File: src/sensor_cfg_pkg.sv
/*
  Shared constants of the optical sensor configuration port: clock and bit
  timing, frame layout, command codes and the positions of the configuration
  and read-response fields.
  Assumes a 250 MHz system clock and a host that keeps the serial link
  between 50 kb/s and 200 kb/s.
*/
`default_nettype none

package sensor_cfg_pkg;

  // ****************************************************************
  // Timing
  // ****************************************************************
  localparam int CLOCK_MHZ          = 250;
  localparam int TX_RATE_KBPS       = 100;
  localparam int TX_HALF_CYCLES     = (CLOCK_MHZ * 1000) / (TX_RATE_KBPS * 2);
  localparam int RX_MIN_RATE_KBPS   = 50;
  localparam int RX_MAX_BIT_CYCLES  = (CLOCK_MHZ * 1000) / RX_MIN_RATE_KBPS;
  localparam int STATUS_HOLD_US     = 100;
  localparam int STATUS_HOLD_CYCLES = STATUS_HOLD_US * CLOCK_MHZ;
  localparam int CNT_W              = 14;

  // ****************************************************************
  // Command frames
  // ****************************************************************
  localparam logic [3:0] SYNC_NIBBLE      = 4'hC;
  localparam logic [1:0] OPC_NOP          = 2'h0;
  localparam logic [1:0] OPC_READ         = 2'h1;
  localparam logic [1:0] OPC_WRITE        = 2'h2;
  localparam logic [1:0] OPC_CAL          = 2'h3;
  localparam logic [3:0] SHORT_FRAME_BITS = 4'h6;
  localparam logic [3:0] WRITE_FRAME_BITS = 4'hC;

  // ****************************************************************
  // Configuration bank and read response
  // ****************************************************************
  localparam int         CFG_W          = 6;
  localparam int         CFG_POLARITY   = 5;
  localparam int         CFG_DRIVER     = 4;
  localparam int         CFG_THRESH_LSB = 0;
  localparam logic [5:0] CFG_RESET      = 6'h00;
  localparam logic [5:0] RSP_BITS       = 6'h25;
  localparam int         RSP_ERR        = 1;
  localparam int         RSP_CA         = 11;
  localparam int         RSP_AGC_LSB    = 12;
  localparam int         RSP_LED_LSB    = 14;
  localparam int         RSP_CFG_LSB    = 24;

endpackage

`default_nettype wire

File: src/optical_sensor_config_port.sv
/*
  Configuration and readback port of a reflective optical sensor: decodes
  command frames on the command/status pin, writes and verifies the
  configuration bank, starts calibration, reports its result on the same pin
  and sends the bank contents serially on the detect-output pin.
  Assumes a nonvolatile array with a busy flag raised the cycle after a write,
  and a calibration engine on the same clock that pulses cal_done.
*/
`timescale 1ns/1ns
`default_nettype none

// Overview of operation
// RQ1: Read bank back after each write, compare.
// RQ2: Mismatch sets error flag; match clears it.
// RQ3: Writes and calibrate arrive on command pin.
// RQ4: Status mode drives calibration result on pin.
// RQ5: Read request sends all bank bits out.
// RQ6: Bit 5 inverts output; bit 4 selects push-pull.
// RQ7: Bits 3..0 select the comparator threshold level.
// RQ8: Manchester: rising mid-bit is one, falling zero.
// RQ9: Frames start 1100, then two-bit opcode.
// RQ10: Write data follows opcode, bit 5 first.
// RQ11: Response is 37 bits, start, error, contents.
// RQ12: Bad sync frames are dropped without effect.
module optical_sensor_config_port #(
  parameter int STATUS_HOLD_CYCLES = sensor_cfg_pkg::STATUS_HOLD_CYCLES
) (
  input  wire logic       clock,
  input  wire logic       sys_rst,
  input  wire logic       cal_stat_in,
  output var  logic       cal_stat_out,
  output var  logic       cal_stat_oe_n,
  output var  logic       det_out,
  output var  logic       det_oe_n,
  input  wire logic       comparator_trip,
  output var  logic [3:0] threshold_level,
  output var  logic       output_polarity_bit,
  output var  logic       driver_select_bit,
  output var  logic       cal_start,
  input  wire logic       cal_done,
  input  wire logic       trim_success_bit,
  input  wire logic [1:0] gain_step_field,
  input  wire logic [9:0] emitter_drive_count,
  output var  logic       nv_write,
  output var  logic [5:0] nv_wdata,
  input  wire logic       nv_busy,
  input  wire logic [5:0] nv_rdata,
  output var  logic       verify_error
);

  typedef enum logic [2:0] {
    ST_LOAD, ST_IDLE, ST_WRITE, ST_VERIFY, ST_CAL, ST_STATUS, ST_READ
  } port_state_t;

  localparam int READ_TOTAL = 2 * 37 * sensor_cfg_pkg::TX_HALF_CYCLES;

  port_state_t  state;
  logic [5:0]   output_and_threshold_config;
  logic [5:0]   written;
  logic [11:0]  frame;
  logic [3:0]   nbits;
  logic         status_level;
  logic [14:0]  status_cnt;
  logic [36:0]  tx_word;
  logic [5:0]   tx_left;
  logic         tx_phase;
  logic [10:0]  tx_cnt;
  logic         t1;
  logic         t2;
  logic         t3;
  logic         trip;
  logic         bit_valid;
  logic         bit_value;
  logic         frame_end;
  logic [16:0]  read_len;

  // ****************************************************************
  // Command reception
  // ****************************************************************
  // The receiver is held clear whenever the pin is ours or a command runs.
  manch_rx u_rx (
    .clock     (clock),
    .sys_rst   (sys_rst),
    .clear     (state != ST_IDLE),
    .line_raw  (cal_stat_in), // RQ3
    .bit_valid (bit_valid),
    .bit_value (bit_value),
    .frame_end (frame_end)
  );

  // Frame decode; anything but an exact 6 or 12 bit frame with sync is ignored.
  wire frame_done = frame_end && (state == ST_IDLE);
  wire short_ok   = (nbits == sensor_cfg_pkg::SHORT_FRAME_BITS)
                    && (frame[5:2] == sensor_cfg_pkg::SYNC_NIBBLE); // RQ9 RQ12
  wire long_ok    = (nbits == sensor_cfg_pkg::WRITE_FRAME_BITS)
                    && (frame[11:8] == sensor_cfg_pkg::SYNC_NIBBLE)
                    && (frame[7:6] == sensor_cfg_pkg::OPC_WRITE); // RQ9 RQ12
  wire do_read    = frame_done && short_ok && (frame[1:0] == sensor_cfg_pkg::OPC_READ);
  wire do_cal     = frame_done && short_ok && (frame[1:0] == sensor_cfg_pkg::OPC_CAL);
  wire do_write   = frame_done && long_ok; // RQ3
  wire bad_sync   = frame_done && (nbits >= sensor_cfg_pkg::SHORT_FRAME_BITS)
                    && (nbits <= sensor_cfg_pkg::WRITE_FRAME_BITS)
                    && (frame[5:2] != sensor_cfg_pkg::SYNC_NIBBLE)
                    && (frame[11:8] != sensor_cfg_pkg::SYNC_NIBBLE);

  // Bits shift in first-bit-first, so write data lands in frame[5:0] bit 5 first.
  always_ff @(posedge clock)
  begin
    if (sys_rst || (state != ST_IDLE) || frame_end)
    begin
      frame <= '0;
      nbits <= '0;
    end
    else if (bit_valid)
    begin
      frame <= {frame[10:0], bit_value}; // RQ10
      nbits <= (nbits == 4'hF) ? nbits : nbits + 4'h1;
    end
  end

  // ****************************************************************
  // Bank write, verify and command sequencing
  // ****************************************************************
  wire verify_done     = (state == ST_VERIFY) && !nv_busy;
  wire verify_mismatch = nv_rdata != written; // RQ1
  wire status_over     = status_cnt == 15'(STATUS_HOLD_CYCLES - 1);
  wire half_over       = tx_cnt == 11'(sensor_cfg_pkg::TX_HALF_CYCLES - 1);
  wire tx_last         = half_over && tx_phase && (tx_left == 6'h01);
  wire [36:0] rsp_word = {7'h00,
                          output_and_threshold_config,
                          emitter_drive_count,
                          gain_step_field,
                          trim_success_bit,
                          9'h000,
                          verify_error,
                          1'b0}; // RQ11

  // Main sequencer; the live configuration is CFG_RESET until the load after reset, then always what the array read back.
  always_ff @(posedge clock)
  begin
    nv_write  <= 1'b0;
    cal_start <= 1'b0;
    if (sys_rst)
    begin
      state                       <= ST_LOAD;
      output_and_threshold_config <= sensor_cfg_pkg::CFG_RESET;
      written                     <= '0;
      nv_wdata                    <= '0;
      verify_error                <= 1'b0;
      status_level                <= 1'b0;
      status_cnt                  <= '0;
      tx_word                     <= '0;
      tx_left                     <= '0;
      tx_phase                    <= 1'b0;
      tx_cnt                      <= '0;
    end
    else
    begin
      unique case (state)
        ST_LOAD:
        begin
          if (!nv_busy)
          begin
            output_and_threshold_config <= nv_rdata;
            state                       <= ST_IDLE;
          end
        end
        ST_IDLE:
        begin
          if (do_write)
          begin
            nv_write <= 1'b1;
            nv_wdata <= frame[5:0];
            written  <= frame[5:0];
            state    <= ST_WRITE;
          end
          else if (do_read)
          begin
            tx_word  <= rsp_word; // RQ5
            tx_left  <= sensor_cfg_pkg::RSP_BITS;
            tx_phase <= 1'b0;
            tx_cnt   <= '0;
            state    <= ST_READ;
          end
          else if (do_cal)
          begin
            cal_start <= 1'b1; // RQ3
            state     <= ST_CAL;
          end
        end
        ST_WRITE:
          state <= ST_VERIFY; // RQ1
        ST_VERIFY:
        begin
          if (verify_done)
          begin
            verify_error                <= verify_mismatch; // RQ2
            output_and_threshold_config <= nv_rdata;
            state                       <= ST_IDLE;
          end
        end
        ST_CAL:
        begin
          if (cal_done)
          begin
            status_level <= trim_success_bit; // RQ4
            status_cnt   <= '0;
            state        <= ST_STATUS;
          end
        end
        ST_STATUS:
        begin
          status_cnt <= status_cnt + 15'h0001;
          if (status_over)
            state <= ST_IDLE;
        end
        ST_READ:
        begin
          tx_cnt <= half_over ? 11'h000 : tx_cnt + 11'h001;
          if (half_over)
          begin
            tx_phase <= ~tx_phase;
            if (tx_phase)
            begin
              tx_word <= {1'b0, tx_word[36:1]};
              tx_left <= tx_left - 6'h01;
            end
          end
          if (tx_last)
            state <= ST_IDLE;
        end
      endcase
    end
  end

  // ****************************************************************
  // Pin drivers
  // ****************************************************************
  // First half carries the inverse of the bit, second half the bit itself.
  wire tx_level     = tx_phase ? tx_word[0] : ~tx_word[0]; // RQ8
  wire normal_level = trip ^ output_and_threshold_config[sensor_cfg_pkg::CFG_POLARITY]; // RQ6
  wire pin_level    = (state == ST_READ) ? tx_level : normal_level;
  wire push_pull    = output_and_threshold_config[sensor_cfg_pkg::CFG_DRIVER];

  // Comparator crosses from the analog side, so it is filtered like a pin.
  always_ff @(posedge clock)
  begin
    if (sys_rst)
    begin
      t1            <= 1'b0;
      t2            <= 1'b0;
      t3            <= 1'b0;
      trip          <= 1'b0;
      det_out       <= 1'b0;
      det_oe_n      <= 1'b1;
      cal_stat_out  <= 1'b0;
      cal_stat_oe_n <= 1'b1;
    end
    else
    begin
      t1            <= comparator_trip;
      t2            <= t1;
      t3            <= t2;
      trip          <= (t2 == t3) ? t3 : trip;
      det_out       <= push_pull & pin_level; // RQ6
      det_oe_n      <= ~push_pull & pin_level; // RQ6
      cal_stat_out  <= status_level;
      cal_stat_oe_n <= state != ST_STATUS; // RQ4
    end
  end

  // Threshold level feeds the reference selector; higher codes trip higher.
  assign threshold_level     = output_and_threshold_config[3:0]; // RQ7
  assign output_polarity_bit = output_and_threshold_config[sensor_cfg_pkg::CFG_POLARITY];
  assign driver_select_bit   = output_and_threshold_config[sensor_cfg_pkg::CFG_DRIVER];

  // ****************************************************************
  // Checks
  // ****************************************************************
  // Counts the cycles of each response so its total length can be checked.
  always_ff @(posedge clock)
  begin
    if (sys_rst || (state != ST_READ))
      read_len <= '0;
    else
      read_len <= read_len + 17'h00001;
  end
endmodule

`default_nettype wire

File: src/manch_rx.sv
/*
  Manchester receiver for the command/status pin. Learns the bit period from
  the two leading ones of the sync nibble and returns one pulse per bit and
  one pulse when the line goes quiet.
  Assumes the line idles high and the host bit rate is at least 50 kb/s.
*/
`timescale 1ns/1ns
`default_nettype none

module manch_rx (
  input  wire logic clock,
  input  wire logic sys_rst,
  input  wire logic clear,
  input  wire logic line_raw,
  output var  logic bit_valid,
  output var  logic bit_value,
  output var  logic frame_end
);

  localparam int W = sensor_cfg_pkg::CNT_W;

  typedef enum logic [1:0] {RX_IDLE, RX_LEARN, RX_RUN} rx_state_t;

  rx_state_t      state;
  logic           s1;
  logic           s2;
  logic           s3;
  logic           line;
  logic           line_d;
  logic           armed;
  logic [W-1:0]   cnt;
  logic [W-1:0]   period;

  // ****************************************************************
  // Edge detection and bit window
  // ****************************************************************
  // Edges closer than three quarters of a bit are boundary edges and are skipped.
  wire        rise      = line & ~line_d;
  wire        fall      = ~line & line_d;
  wire        any_edge  = line ^ line_d;
  wire [W-1:0] min_gap  = period - (period >> 2);
  wire [W-1:0] max_gap  = period + (period >> 1);
  wire        mid_edge  = any_edge && (cnt >= min_gap);
  wire        learn_out = cnt == W'(sensor_cfg_pkg::RX_MAX_BIT_CYCLES);

  // Three-stage synchroniser; a level counts once stages two and three agree.
  always_ff @(posedge clock)
  begin
    if (sys_rst)
    begin
      s1     <= 1'b1;
      s2     <= 1'b1;
      s3     <= 1'b1;
      line   <= 1'b1;
      line_d <= 1'b1;
    end
    else
    begin
      s1     <= line_raw;
      s2     <= s1;
      s3     <= s2;
      line   <= (s2 == s3) ? s3 : line;
      line_d <= line;
    end
  end

  // Bit recovery: the level after a mid-bit edge is the bit.
  always_ff @(posedge clock)
  begin
    bit_valid <= 1'b0;
    frame_end <= 1'b0;
    if (sys_rst || clear)
    begin
      state     <= RX_IDLE;
      cnt       <= '0;
      period    <= '0;
      bit_value <= 1'b0;
      armed     <= 1'b0;
    end
    else
    begin
      cnt <= cnt + W'(1);
      unique case (state)
        // A rise starts a frame only after a fall seen while idle, so the pin
        // coming back high after a low status level is not taken for a bit.
        RX_IDLE:
        begin
          cnt <= '0;
          if (fall)
            armed <= 1'b1;
          if (rise && armed)
          begin
            state     <= RX_LEARN;
            armed     <= 1'b0;
            bit_valid <= 1'b1;
            bit_value <= 1'b1;
          end
        end
        RX_LEARN:
        begin
          if (rise)
          begin
            period    <= cnt;
            cnt       <= '0;
            state     <= RX_RUN;
            bit_valid <= 1'b1;
            bit_value <= 1'b1;
          end
          else if (learn_out)
          begin
            state     <= RX_IDLE;
            frame_end <= 1'b1;
          end
        end
        RX_RUN:
        begin
          if (mid_edge)
          begin
            cnt       <= '0;
            bit_valid <= 1'b1;
            bit_value <= line; // RQ8
          end
          else if (cnt > max_gap)
          begin
            state     <= RX_IDLE;
            frame_end <= 1'b1;
          end
        end
      endcase
    end
  end

endmodule

`default_nettype wire

File: config.mk
export PLATFORM = sky130hd
export DESIGN_NAME = optical_sensor_config_port
export DESIGN_NICKNAME = d
export VERILOG_FILES = /design/src/sensor_cfg_pkg.sv /design/src/optical_sensor_config_port.sv /design/src/manch_rx.sv
export SDC_FILE = /design/constraint.sdc
export NUM_CORES = 1
export LEC_CHECK = 0
export BUFFER_PORTS_ARGS = -buffer_cell sky130_fd_sc_hd__buf_4
export CORE_AREA = 4 4 146 120
export DETAILED_ROUTE_END_ITERATION = 7
export DIE_AREA = 0 0 150 124
export GPL_TIMING_DRIVEN = 0
export PLACE_DENSITY = 0.67
export SKIP_LAST_GASP = 1
export SYNTH_ARGS = -nofsm -noshare
export SYNTH_HDL_FRONTEND = slang
export SYNTH_SLANG_ARGS = --single-unit
export TNS_END_PERCENT = 1
File: constraint.sdc
create_clock -name clock -period 6.7 [get_ports clock]
set_input_delay 0.67 -clock clock [delete_from_list [all_inputs] [get_ports clock]]
set_output_delay 0.67 -clock clock [all_outputs]
set_load 0.01 [all_outputs]
==> impl_results.md <==
- Hold path depth: 1
- I/O pin cnt: 44
- Worst EP required: 7.00 ns
- Overall Power: 1.84 mW
- Gate Count Post-Synth: 955
- Synth Cell Area: 7950 um2
- Met2 WL: 7.22 mm
- EDFF count, synth: 0
- Largest net degree at the start of global routing: 17
- Setup crit end kind: register
- CTS clk-pin slew, worst paths: 0.06 ns
- Reg2reg setup slack: 2.12 ns
- Ys async rst share: 0
- CP bufs+invs: 1
- Root Buffer: clkbuf_16
- Sink Count: 145
- Nets: 1,112
- Routed len/inst: 14.9 um
- Initial core utilization: 0.491
- Met1 Wirelength: 10.4 mm
- Period utilization: 0.683
- CTS Hold Bufs: 0
- Final non-filler cell total: 1,250
- Data arrival time of the worst path: 4.88 ns
- CTS tree: built
- DR vias: 6,782
- Post-synthesis cell type count: 68
- Met3 wire len: 771 um
- Initial antenna violation count: 0
- Synth top area cells: dfxtp_1 (37%), ha_1 (11%), nand2_1 (5.9%)
- Crit Path Max Fanout: 10
- Vias in the first global route: 5,987
- Crit path cell chain: ha_1 > fa_1 > nor2b_1 > o21a_1 > o21ai_0 > a21oi_1 > a2111oi_0 > o21bai_1 > xnor2_1 > ha_1 > and3_1 > nand2_1 > a2bb2oi_1 > o211a_1 > o21ai_0 > a21o_1 > buf_1 > nor2_1
- Detailed router's first-iteration violation count: 506
- Cell with the most instances after synthesis: dfxtp_1
- Full die area: 18,600 um2
- Reg area: 2900 um2
- Gr ovfl total: 0
- Post_cts resized: 0
- Setup total negative slack: 0 ns
- Routability Congestion: 0.858
- Global-route wire length before repair: 30.7 mm
- Fillers: 1,557
- Yosys warns: 0
- Final Max Tran Viols: 0
- DRT Wirelength: 18.6 mm
- Average cell area after synthesis: 8.32 um2
- Input/output buffers: 43
- CORE AREA: 16,200 um2
- Hold Path Sink: u_rx.s2
- Top-area cell type share of the netlist area: 0.365
- # placed instances: 1,218
- Top sig layer: met4
- All-Layer GR Usage: 0.206
- Chip width: 150 um
- Setup Buffers After CTS: 0
- Flops & latches, synth: 145
- Slew HR: 0.423
- Post-synth top cells: dfxtp_1 (145), nand2_1 (124), nor2_1 (117)
- Worst path slowest cell: a2111oi_0
- Hold Path Class: reg -> reg
- DRT Pass-1 Iters: 5
- CP max stage delay: 0.51 ns
- CTS max path bufs: 2
- Final Hold Fails: 0
- ANT nets after route: 0
- Worst clock skew: 0.0114 ns
- Final Setup Violations: 0
- Share of cells above drive strength 1: 0.0961
- # Max-Cap Violations: 0
- Post-Syn Nets: 1,050
- Area Growth Syn to Fin: 14.5%
- Reg-to-Reg End: u_rx.cnt[12]
- Cell family with most CP delay: compound AO/OA/AOI/OAI gates
- VDD IR max: 0.000158 V
- Clock Latency Late Sink: 0.43 ns
- Post-synth top flop: dfxtp_1
- WS Path Type: reg -> reg
- DR vias/cell: 5.43
- DP Wirelength: 13.9 mm
- Crit Reg-Reg Startpoint: u_rx.period[2]
- CP startpoint kind: register
- DRC viols: 0
- Minimum clock period: 4.58 ns
- Pleak: 3.46 nW
- PwrDens: 202 nW/um2
- Status: complete, no violations
- Diode count: 0
- Area of the multi-input gates: 4750 um2
- Register-to-Register Path Depth: 18
- TritonCTS Buffers: 17
- H-tree depth: 4
- HP Start: u_rx.s1
- Fmax: 218 MHz
- Chip height: 124 um
- Seq/Total Area, Yosys: 0.365
- Synth area leader: dfxtp_1
- RSZ-0062 raised after global routing: false
- Worst-margin pin slew: 0.860 ns
- Num rows: 42
==> routing by layer <==
| layer | GRT usage | vias up |
|---|---|---|
| li1 | - | 3491 |
| met5 | 0 | - |
| met2 | 0.271 | 131 |
| met4 | 0.0646 | 0 |
| met3 | 0.0313 | 19 |
| met1 | 0.336 | 3141 |
==> flip-flops by register name (all words and copies together) (netlist names), 11 cells and up <==
name,count
status_cnt,15
u_rx.period,14
frame,12
tx_cnt,11
tx_word,30
u_rx.cnt,14
==> worst register-to-register path: stages (launching register included) <==
cell and delay, ns:
dfxtp_1 0.45, ha_1 0.25, fa_1 0.22, nor2b_1 0.06, o21a_1 0.18, o21ai_0 0.24, a21oi_1 0.18, a2111oi_0 0.51
o21bai_1 0.14, xnor2_1 0.14, ha_1 0.29, and3_1 0.24, nand2_1 0.08, a2bb2oi_1 0.13, o211a_1 0.15, o21ai_0 0.38
a21o_1 0.29, buf_1 0.43, nor2_1 0.11
==> power breakdown <==
part / switching (mW) / internal [mW] / leakage, nW
Clock: 0.386 / 0.513 / 0.267
Sequential: 0.00383 / 0.868 / 1.17
Combinational: 0.0382 / 0.0276 / 2.02
Total: 0.428 / 1.41 / 3.46
==> stage by stage <==
| step | util | cell area [um2] | setup WS [ns] | hold WS [ns] |
|---|---|---|---|---|
| 6_report | 0.563 | 9100 | 2.12 | 0.434 |
| 5_1_grt | 0.563 | 9100 | 1.64 | 0.430 |
| 4_1_cts | 0.563 | 9100 | 2.15 | 0.426 |
| 2_1_floorplan | - | 7950 | 3.08 | 0.389 |
| 3_5_place_dp | 0.528 | 8550 | 2.16 | 0.421 |
| 3_3_place_gp | 0.528 | 8550 | 2.22 | 0.402 |
==> cell usage in the layout (no fill, tap or decap), types with 5 or more instances in the layout <==
cell type	synthesis	layout
a211oi_1	9	9
a21o_1	8	8
a21oi_1	83	83
a311oi_1	24	24
a31oi_1	8	8
and2_1	6	6
and3_1	10	10
buf_4	3	46
clkbuf_1	27	27
clkbuf_16	0	17
dfxtp_1	145	145
ha_1	68	68
inv_1	35	35
inv_6	0	5
mux2i_1	25	25
nand2_1	124	124
nand2b_1	11	11
nand3_1	37	37
nand4_1	10	10
nor2_1	117	117
nor2b_1	10	10
nor3_1	16	16
o211ai_1	7	7
o21a_1	9	9
o21ai_0	21	21
or2_2	7	7
or3_1	10	10
xnor2_1	16	16
xor2_1	39	39
==> final cells by class <==
class / instances / area share
plain buffers: 38 / 0.0183
clock buffers: 17 / 0.0467
multi-input cells: 737 / 0.522
clock inverters: 15 / 0.0146
inverters: 35 / 0.0144
flip-flops and latches: 145 / 0.319
repair buffers: 43 / 0.0355
well taps: 220 / 0.0302
==> logic make-up (layout without fill, tap and decap cells) <==
family / Yosys count / after routing / share of synthesized area
XOR/XNOR: 55 / 55 / 0.0606
AND/OR/NAND/NOR: 390 / 390 / 0.233
flip-flops: 145 / 145 / 0.365
AO/OA/AOI/OAI: 196 / 196 / 0.158
adder cells (fa/ha/maj): 70 / 70 / 0.112
multiplexers: 26 / 26 / 0.0329
buffers and inverters: 73 / 148 / 0.0375
==> worst max path at each step <==
stage | startpoint | endpoint | slack, ns | cells after the start
2_1_floorplan | u_rx.period[3] | u_rx.cnt[10] | 3.08 | 18
3_3_place_gp | u_rx.period[2] | u_rx.cnt[12] | 2.22 | 18
3_5_place_dp | u_rx.period[2] | u_rx.cnt[11] | 2.16 | 18
4_1_cts | u_rx.period[2] | u_rx.cnt[12] | 2.15 | 18
5_1_grt | u_rx.period[2] | u_rx.cnt[13] | 1.64 | 18
6_report | u_rx.period[2] | u_rx.cnt[12] | 2.12 | 18
No activity file was read; power rests on OpenSTA's default activity.
